### config.mk
export PLATFORM = sky130hd
export DESIGN_NAME = p2pfs_top
export DESIGN_NICKNAME = d
export VERILOG_FILES = /design/src/shared/p2pfs_pkg.sv /design/src/design/p2pfs_pin_cell.sv /design/src/design/p2pfs_top.sv
export SDC_FILE = /design/constraint.sdc
export NUM_CORES = 1
export LEC_CHECK = 0
export BUFFER_PORTS_ARGS = -buffer_cell sky130_fd_sc_hd__buf_2
export CAP_MARGIN = 20
export CORE_MARGIN = 2
export CORE_UTILIZATION = 50
export CTS_CLUSTER_DIAMETER = 40
export DETAILED_ROUTE_END_ITERATION = 12
export PLACE_DENSITY_LB_ADDON = 0.15
export SLEW_MARGIN = 25
export SYNTH_ARGS = -nofsm -noshare
export SYNTH_HDL_FRONTEND = slang
export SYNTH_SLANG_ARGS = --single-unit
### constraint.sdc
create_clock -name clk_in -period 1.29 [get_ports clk_in]
set_input_delay 0.129 -clock clk_in [delete_from_list [all_inputs] [get_ports clk_in]]
set_output_delay 0.129 -clock clk_in [all_outputs]
set_load 0.005 [all_outputs]
### src/shared/p2pfs_pkg.sv
package p2pfs_pkg;

  // ---------------------------------------------------------------------------
  // Register map and reset values
  // ---------------------------------------------------------------------------
  localparam int unsigned P2PFS_PINS     = 8;
  localparam logic [7:0]  P2PFS_LOW_OFS  = 8'hed;
  localparam logic [7:0]  P2PFS_HIGH_OFS = 8'hec;
  localparam logic [7:0]  P2PFS_CFG_RST  = 8'h00;
  localparam logic [7:0]  P2PFS_RD_IDLE  = 8'h00;

  // ---------------------------------------------------------------------------
  // Field layout and function codes
  // ---------------------------------------------------------------------------
  localparam int unsigned P2PFS_FLD_W     = 2;
  localparam logic [1:0]  P2PFS_INPUT     = 2'h0;
  localparam logic [1:0]  P2PFS_ALT_LOW   = 2'h1;
  localparam logic [1:0]  P2PFS_PUSH_PULL = 2'h2;
  localparam logic [1:0]  P2PFS_ALT_HIGH  = 2'h3;

  // Pins on which code 01 or code 11 turns on the driver with a peripheral output.
  localparam logic [7:0]  P2PFS_DRIVE01_MASK = 8'h04;
  localparam logic [7:0]  P2PFS_DRIVE11_MASK = 8'hb1;

  // ---------------------------------------------------------------------------
  // Pin positions of the alternate functions
  // ---------------------------------------------------------------------------
  localparam int unsigned P2PFS_TX_PIN    = 7;
  localparam int unsigned P2PFS_RX_PIN    = 6;
  localparam int unsigned P2PFS_SCK_PIN   = 5;
  localparam int unsigned P2PFS_SO_PIN    = 4;
  localparam int unsigned P2PFS_SI_PIN    = 3;
  localparam int unsigned P2PFS_T1OUT_PIN = 2;
  localparam int unsigned P2PFS_T1CK_PIN  = 0;

  // Receiver line level while its pin is not routed to it.
  localparam logic        P2PFS_RX_IDLE   = 1'b1;

  // Picks the 2-bit field of one pin out of {high, low} configuration.
  function automatic logic [1:0] p2pfs_code_of(input logic [15:0] cfg, input int unsigned pin);
    p2pfs_code_of = cfg[pin*P2PFS_FLD_W +: P2PFS_FLD_W];
  endfunction : p2pfs_code_of

endpackage : p2pfs_pkg
### src/design/p2pfs_pin_cell.sv
`timescale 1ns/10ps
module p2pfs_pin_cell
  import p2pfs_pkg::*;
#(
  parameter logic DRIVE01 = 1'b0,
  parameter logic DRIVE11 = 1'b0
) (
  input  wire logic       clk_in,
  input  wire logic       sys_rst_in,
  input  wire logic [1:0] code_in,
  input  wire logic       latch_in,
  input  wire logic       alt_in,
  output logic            pin_out_out,
  output logic            pin_oe_out
);

  typedef struct packed {
    logic out;
    logic oe;
  } p2pfs_cell_t;

  p2pfs_cell_t cell_q;
  p2pfs_cell_t cell_d;

  // ---------------------------------------------------------------------------
  // Driver selection
  // ---------------------------------------------------------------------------
  always_comb begin
    cell_d = '0;
    unique case (code_in)
      P2PFS_PUSH_PULL: begin
        cell_d.oe  = 1'b1;
        cell_d.out = latch_in;
      end
      P2PFS_ALT_LOW: begin
        cell_d.oe  = DRIVE01;
        cell_d.out = DRIVE01 & alt_in;
      end
      P2PFS_ALT_HIGH: begin
        cell_d.oe  = DRIVE11;
        cell_d.out = DRIVE11 & alt_in;
      end
      P2PFS_INPUT: begin
        cell_d = '0;
      end
    endcase
  end

  always_ff @(posedge clk_in) begin
    if (sys_rst_in) begin
      cell_q <= '0;
    end else begin
      cell_q <= cell_d;
    end
  end

  assign pin_out_out = cell_q.out;
  assign pin_oe_out  = cell_q.oe;
endmodule : p2pfs_pin_cell

### src/design/p2pfs_top.sv
// Functional notes
// - Code 10 drives pin from data latch.
// - Unused code 01 connects no peripheral.
// - Upper 5:4 codes 00/11 route receive pin to receiver.
// - Upper 3:2 code 11 drives serial clock.
// - Upper 1:0 code 11 drives serial data.
// - Lower 7:6 code 00 input feeds serial-in.
// - Lower 7:6 code 11 selects analog seven.
// - Lower 5:4 code 01 drives timer output.
// - Lower 5:4 code 11 selects analog four.
// - Lower 1:0 codes 00/01 feed timer clock.
// - Lower 1:0 code 11 drives timebase PWM.
`timescale 1ns/10ps
module p2pfs_top
  import p2pfs_pkg::*;
(
  input  wire logic       clk_in,
  input  wire logic       sys_rst_in,
  input  wire logic [7:0] reg_addr_in,
  input  wire logic       reg_wr_in,
  input  wire logic       reg_rd_in,
  input  wire logic [7:0] reg_wdata_in,
  output logic      [7:0] reg_rdata_out,
  input  wire logic [7:0] port_latch_in,
  input  wire logic [7:0] pin_in,
  output logic      [7:0] pin_out_out,
  output logic      [7:0] pin_oe_out,
  input  wire logic       uart_tx_in,
  input  wire logic       sck_in,
  input  wire logic       so_in,
  input  wire logic       timer_one_output_in,
  input  wire logic       timebase_pwm_out_in,
  output logic            uart_rx_out,
  output logic            si_out,
  output logic            timer_one_ext_clock_out,
  output logic            analog_channel_seven_out,
  output logic            analog_channel_four_out
);

  // ---------------------------------------------------------------------------
  // State
  // ---------------------------------------------------------------------------
  typedef struct packed {
    logic [7:0] cfg_lo;
    logic [7:0] cfg_hi;
    logic [7:0] rdata;
    logic [7:0] sync1;
    logic [7:0] sync2;
    logic       rx;
    logic       si;
    logic       t1ck;
    logic       ach7;
    logic       ach4;
  } p2pfs_state_t;

  p2pfs_state_t st_q;
  p2pfs_state_t st_d;
  logic [15:0]  cfg_all;
  logic [7:0]   alt_vec;

  assign cfg_all = {st_q.cfg_hi, st_q.cfg_lo};

  // The field picker assumes that the eight fields fill the two registers exactly.
  if (P2PFS_PINS * P2PFS_FLD_W != 16) begin : g_layout_check
    $error("Pin count and field width do not fill the two configuration registers.");
  end

  // Peripheral outputs placed on the pins whose alternate function drives.
  assign alt_vec = {uart_tx_in, 1'b0, sck_in, so_in,
                    1'b0, timer_one_output_in, 1'b0, timebase_pwm_out_in};

  // ---------------------------------------------------------------------------
  // Register access, pin synchronisers and peripheral input routing
  // ---------------------------------------------------------------------------
  always_comb begin
    st_d       = st_q;
    st_d.sync1 = pin_in;
    st_d.sync2 = st_q.sync1;
    if (reg_wr_in && (reg_addr_in == P2PFS_LOW_OFS)) begin
      st_d.cfg_lo = reg_wdata_in;
    end
    if (reg_wr_in && (reg_addr_in == P2PFS_HIGH_OFS)) begin
      st_d.cfg_hi = reg_wdata_in;
    end
    // A read returns the value held before any write in the same cycle.
    if (reg_rd_in) begin
      if (reg_addr_in == P2PFS_LOW_OFS) begin
        st_d.rdata = st_q.cfg_lo;
      end else if (reg_addr_in == P2PFS_HIGH_OFS) begin
        st_d.rdata = st_q.cfg_hi;
      end else begin
        st_d.rdata = P2PFS_RD_IDLE;
      end
    end
    // Code 11 on the receive pin keeps the receiver connected as well.
    if ((p2pfs_code_of(cfg_all, P2PFS_RX_PIN) == P2PFS_INPUT)
        || (p2pfs_code_of(cfg_all, P2PFS_RX_PIN) == P2PFS_ALT_HIGH)) begin
      st_d.rx = st_q.sync2[P2PFS_RX_PIN];
    end else begin
      st_d.rx = P2PFS_RX_IDLE;
    end
    st_d.si   = (p2pfs_code_of(cfg_all, P2PFS_SI_PIN) == P2PFS_INPUT)
                & st_q.sync2[P2PFS_SI_PIN];
    st_d.ach7 = (p2pfs_code_of(cfg_all, P2PFS_SI_PIN) == P2PFS_ALT_HIGH);
    st_d.ach4 = (p2pfs_code_of(cfg_all, P2PFS_T1OUT_PIN) == P2PFS_ALT_HIGH);
    st_d.t1ck = !cfg_all[P2PFS_T1CK_PIN*P2PFS_FLD_W + 1]
                & st_q.sync2[P2PFS_T1CK_PIN];
  end

  always_ff @(posedge clk_in) begin
    if (sys_rst_in) begin
      st_q        <= '0;
      st_q.cfg_lo <= P2PFS_CFG_RST;
      st_q.cfg_hi <= P2PFS_CFG_RST;
      st_q.rx     <= P2PFS_RX_IDLE;
      // The receive line fills at its idle level, so no false start bit follows reset.
      st_q.sync1[P2PFS_RX_PIN] <= P2PFS_RX_IDLE;
      st_q.sync2[P2PFS_RX_PIN] <= P2PFS_RX_IDLE;
    end else begin
      st_q <= st_d;
    end
  end

  // ---------------------------------------------------------------------------
  // Pin drivers
  // ---------------------------------------------------------------------------
  for (genvar g = 0; g < P2PFS_PINS; g++) begin : g_pin
    p2pfs_pin_cell #(
      .DRIVE01 (P2PFS_DRIVE01_MASK[g]),
      .DRIVE11 (P2PFS_DRIVE11_MASK[g])
    ) u_cell (
      .clk_in      (clk_in),
      .sys_rst_in  (sys_rst_in),
      .code_in     (p2pfs_code_of(cfg_all, g)),
      .latch_in    (port_latch_in[g]),
      .alt_in      (alt_vec[g]),
      .pin_out_out (pin_out_out[g]),
      .pin_oe_out  (pin_oe_out[g])
    );
  end

  assign reg_rdata_out            = st_q.rdata;
  assign uart_rx_out              = st_q.rx;
  assign si_out                   = st_q.si;
  assign timer_one_ext_clock_out  = st_q.t1ck;
  assign analog_channel_seven_out = st_q.ach7;
  assign analog_channel_four_out  = st_q.ach4;
endmodule : p2pfs_top

==> qor.csv, run 1 <==
metric;value;unit
whs;20.44;ps
io-pin-count;70;
synthesis.area;2173;um^2
start_kind;register;
diodes;0;
drive_above_1_share;36.33;%
yosys_warnings;0;
ys.flop_type;dfxtp_1;
grt_pass1_wl;6.203;mm
synth_compound_area_share;2.073;%
htree_levels;2;
fmax;869.1;MHz
grt_antenna_before_repair;0;
synth-simple-area-share;19.69;%
end_kind;register;
avgSynthCellArea;10.45;um^2
wl_per_cell;12.10;um
post-route-period-util;89.19;%
cts_buffers;5;
fin_setup_tns;0;ps
hold_violations;0;
clock_skew;9.278;ps
path_max_fanout;2;
ys_seq_area_share;46.98;%
ys_ff_latch;51;
final_util;61.42;%
overflow;0;
initial_utilization;53.18;%
power_density;1205;nW/um^2
port_buffers;64;
synth_enable_flop_cells;0;
drc;0;
finalSetupViolations;0;
vias;1457;
synth_top_family_by_area;simple AND/OR/NAND/NOR gates;
fin_nets;303;
die_h;69.93;um
drt-total-wl;3.702;mm
rows;23;
peakVddDrop;0.6573;mV
intPower;0.002442;W
syn-num-nets;256;
die_area;4890;um^2
cts_tree;yes;
status;completed;
tightestPinTransition;430.3;ps
async_flop_share;0;%
viasPerCell;4.761;
cts_root_buf;clkbuf_8;
seqPwrFrac;52.5;%
clockBufferDepth;2;
chipWidth;69.93;um
p_switching;0.0005817;W
p_leak;1.199;nW
slew_headroom;71.31;%
synth-adder-area-share;4.030;%
insertion_delay;300;ps
final_common_cell;buf_2;
cts.sinks;51;
worstSetupPathType;register to register;
place_ws;102.1;ps
dr.pass1.iters;4;
grtUsageTotal;16.14;%
fin_ws;139.4;ps
drt_iter0_drc;53;
place_congestion;0.7095;
hold_path.class;primary input to register;
synth_xor_area_share;0;%
grt_max_degree;32;
instances_no_fill;306;
share_comb_of_total_power;4.9;%
clkTransAtPathRegs;90;ps
netlist_instances;208;
syn_to_final_growth;15.49;%
rsz0062_at_grt;false;
drt.antenna.violating_nets;0;
ys_types;28;
synthMuxAreaShare;13.36;%
critPathArrivalTime;1330;ps
fp.coreArea;4086;um^2
cap_violations;0;
final_cell_mix;64 x buf_2, 51 x dfxtp_1, 32 x nand2b_1;
slew_violations;0;
min_period;1151;ps
dp_hpwl;2.692;mm
cp.required;1470;ps
p_clk_share;42.7;%
switching_share;19.23;%
dp.cells;297;
first_global_vias;1378;
[stage by stage]
step	cell area [um^2]	power, W
4_1_cts	2500	0.003056
5_1_grt	2510	0.003150
3_3_place_gp	2364	0.001770
6_report	2510	0.003024
3_5_place_dp	2364	0.001770
2_1_floorplan	2173	0.001701
[kinds of logic (layout without fill, tap and decap cells)]
group / count (synthesis) / count (layout)
fa+ha+maj: 7 / 7
flops: 51 / 51
buf+inv: 44 / 92
simple gates: 69 / 69
mux: 28 / 28
compound gates: 9 / 9
[cells in the mapped netlist, types with 2 or more instances]
cell	number	area, um^2
a21oi_1	9	45.04
and2_1	3	18.77
buf_4	25	187.7
buf_6	2	22.52
clkbuf_1	5	18.77
dfxtp_1	51	1021
ha_1	7	87.58
inv_1	9	33.78
mux2_2	8	90.09
mux2i_1	20	200.2
nand2b_1	32	200.2
nand4_1	8	50.05
nor2_1	8	30.03
nor2b_1	6	37.54
or2_2	2	12.51
[area by class of cell]
| cell class | count | area [um^2] |
|---|---|---|
| clock inverters | 3 | 67.56 |
| flip-flops and latches | 51 | 1021 |
| clock buffers | 5 | 68.82 |
| well taps | 50 | 62.56 |
| repair buffers | 75 | 405.4 |
| inverters | 9 | 33.78 |
| multi-input cells | 113 | 850.8 |
| fillers | 355 | 1577 |
[what timing repair did]
action                     CTS  global route
hold endpoints to repair     0             1
setup endpoints to repair    0             0
buffers inserted             0             0
hold buffers                 0             1
resized for setup            0             0
[power by group through the flow]
stage	Combinational (W)	Clock (W)	Sequential [W]
after global routing	0.000162	0.00140	0.00159
after detailed placement	0.000145	0	0.00162
after CTS	0.000146	0.00132	0.00159
after global placement	0.000146	0	0.00162
final	0.000147	0.00129	0.00159
after floorplan	0.0000763	0	0.00162
[critical path, stage by stage (launching register included)]
cell     delay (ps)
dfxtp_1         340
inv_1            60
ha_1            270
or3_1           360
[sequential cells by signal (all words and copies together) (netlist names)]
signal                    cells
cfg_all                      16
reg_rdata_out                 8
g_pin.u_cell.pin_oe_out       8
timer_one_ext_clock_out       1
g_pin.u_cell.pin_out_out      8
st_q                          3
uart_rx_out                   1
st_d                          3
analog_channel_seven_out      1
si_out                        1
analog_channel_four_out       1
[final timing paths]
path	start	end	slack (ps)	cells past startpoint
max	cfg_all[12]$_SDFFE_PP0P_	uart_rx_out$_SDFF_PP1_	140	3
min	port_latch_in[1]	g_pin[1].u_cell.pin_out_out$_SDFF_PP0_	20	2
max reg2reg	cfg_all[12]$_SDFFE_PP0P_	uart_rx_out$_SDFF_PP1_	140	3
min reg2reg	st_d[11]$_SDFF_PP1_	st_q[11]$_SDFF_PP1_	410	1
[layer usage]
layer / track usage, % / share of wire [%] / vias up
met3: 5.628 / 5.8 / 2
met2: 27.72 / 50 / 38
met4: 5.769 / 0.57 / 0
met5: 0 / 0 / -
met1: 18.54 / 44 / 668
li1: - / - / 749
(Power assumes the default switching activity.)
==> inputs of run 2 (changes only) <==
--- a/config.mk
+++ b/config.mk
@@ -12,6 +12,7 @@
 export CTS_CLUSTER_DIAMETER = 40
 export DETAILED_ROUTE_END_ITERATION = 12
 export PLACE_DENSITY_LB_ADDON = 0.15
+export REMOVE_ABC_BUFFERS = 1
 export SLEW_MARGIN = 25
 export SYNTH_ARGS = -nofsm -noshare
 export SYNTH_HDL_FRONTEND = slang
==> qor.csv, run 2 (same netlist as run 1, synthesis figures left out) <==
metric;value;unit;change
cts_root_buf;clkbuf_8;;unchanged
path_buf_inv;1;;unchanged
grt_antenna_before_repair;0;;unchanged
critPathTopFamily;simple AND/OR/NAND/NOR gates;;unchanged
cap_violations;0;;unchanged
min_from;pin_in[6];;was port_latch_in[1]
fp.coreArea;4086;um^2;unchanged
finalSetupViolations;0;;unchanged
syn_to_final_growth;12.84;%;was 15.49%
drt.antenna.violating_nets;0;;unchanged
cts_tree;yes;;unchanged
rsz0062_at_grt;false;;unchanged
finalPower;0.002588;W;was 0.003024 W
overflow;0;;unchanged
hold_path.class;primary input to register;;unchanged
grt_max_degree;32;;unchanged
drive_above_1_share;35.94;%;was 36.33%
rows;23;;unchanged
crit_path_max_incr_delay;370;ps;was 360 ps
p_leak;1.176;nW;was 1.199 nW
post-route-period-util;90.02;%;was 89.19%
status;completed;;unchanged
worstSetupPathType;register to register;;unchanged
hold_path_end;st_d[11]$_SDFF_PP1_;;was g_pin[1].u_cell.pin_out_out$_SDFF_PP0_
clkTransAtPathRegs;80;ps;was 90 ps
final_common_cell;buf_2;;unchanged
hold_violations;0;;unchanged
first_global_vias;1336;;was 1378
fmax;861.1;MHz;was 869.1 MHz
io-pin-count;70;;unchanged
ctsResizeCount;0;;unchanged
grtUsageTotal;14.81;%;was 16.14%
worstRegToRegCells;3;;unchanged
slew_headroom;70.62;%;was 71.31%
drt-total-wl;3.571;mm;was 3.702 mm
die_h;69.93;um;unchanged
chipWidth;69.93;um;unchanged
insertion_delay;290;ps;was 300 ps
vias;1438;;was 1457
cp.required;1470;ps;about the same
hold_depth;2;;unchanged
end_kind;register;;unchanged
htree_levels;2;;unchanged
largest_register_ffs;16;;unchanged
path_max_fanout;2;;unchanged
worst-r2r-setup-slack;130;ps;was 140 ps
r2r-end;uart_rx_out$_SDFF_PP1_;;unchanged
cts.sinks;51;;unchanged
cts_buffers;5;;unchanged
dr.pass1.iters;4;;unchanged
initial_utilization;53.18;%;unchanged
critPathArrivalTime;1340;ps;was 1330 ps
tightestPinTransition;440.6;ps;was 430.3 ps
port_buffers;64;;unchanged
grt_pass1_wl;5.816;mm;was 6.203 mm
fin_nets;303;;unchanged
die_area;4890;um^2;unchanged
diodes;0;;unchanged
peakVddDrop;0.7216;mV;was 0.6573 mV
n_fill_cell;365;;was 355
final_cell_mix;64 x buf_2, 51 x dfxtp_1, 32 x nand2b_1;;unchanged
drt_iter0_drc;71;;was 53
dp_hpwl;2.684;mm;was 2.692 mm
start_kind;register;;unchanged
postCtsSetupBuffers;0;;unchanged
viasPerCell;4.699;;was 4.761
power_density;1055;nW/um^2;was 1205 nW/um^2
slew_violations;0;;unchanged
timing.rr.start;cfg_all[12]$_SDFFE_PP0P_;;unchanged
min_period;1161;ps;was 1151 ps
place_congestion;0.7083;;was 0.7095
clock_skew;5.681;ps;was 9.278 ps
fin_setup_tns;0;ps;unchanged
clockBufferDepth;2;;unchanged
path_cells;inv_1 > ha_1 > or3_1;;unchanged
wl_per_cell;11.67;um;was 12.10 um
drc;0;;unchanged
hold_buffers;0;;unchanged
slowest_stage;or3_1;;unchanged
==> run 2: worst reg2reg max path: stages, from the launching register on <==
cell and delay, ps:
dfxtp_1 330, inv_1 60, ha_1 280, or3_1 370
==> run 2: cell type report <==
type	instances	area (um^2)	area share (%)
Inverter	9	33.78	1.378
Multi-Input combinational cell	113	850.8	34.69
Tap cell	50	62.56	2.551
Clock inverter	1	5.005	0.2041
Clock buffer	7	76.32	3.112
Sequential cell	51	1021	41.63
Timing Repair Buffer	75	402.9	16.43
==> run 2: report_power, final <==
group | internal [W] | switching [W] | total, W
logic | 0.0000837 | 0.0000627 | 0.000146
registers | 0.00158 | 0.00000240 | 0.00159
clock network | 0.000381 | 0.000474 | 0.000855
total | 0.00205 | 0.000539 | 0.00259
==> run 2: worst max path at each step <==
stage / start / end / depth (start not counted)
after CTS: cfg_all[12]$_SDFFE_PP0P_ / uart_rx_out$_SDFF_PP1_ / 3
after global routing: cfg_all[12]$_SDFFE_PP0P_ / uart_rx_out$_SDFF_PP1_ / 3
after floorplan: reg_addr_in[1] / cfg_all[10]$_SDFFE_PP0P_ / 3
after detailed placement: reg_addr_in[1] / cfg_all[4]$_SDFFE_PP0P_ / 4
final: cfg_all[12]$_SDFFE_PP0P_ / uart_rx_out$_SDFF_PP1_ / 3
after global placement: reg_addr_in[1] / cfg_all[3]$_SDFFE_PP0P_ / 4
==> run 2: per-layer routing <==
metal | GRT usage (%) | vias up | part of all wire [%] | wire (um)
li1 | - | 750 | - | -
met1 | 18.74 | 641 | 47 | 1686
met2 | 23.92 | 43 | 46 | 1645
met3 | 4.618 | 4 | 5.7 | 205
met4 | 5.128 | 0 | 0.95 | 34
met5 | 0 | - | 0 | 0
==> run 2: through the flow <==
step           area, um^2  utilization (%)  setup WS (ps)  hold WS, ps  instances
6_report             2452            60.01          128.7        23.75        306
5_1_grt              2452            60.01          61.25        15.41        306
4_1_cts              2452            60.01          125.7        22.50        306
3_5_place_dp         2371            58.02          67.56        335.1        298
3_3_place_gp         2371            58.02          95.64        316.3        298
2_1_floorplan        1906                -          12.36        198.1        173
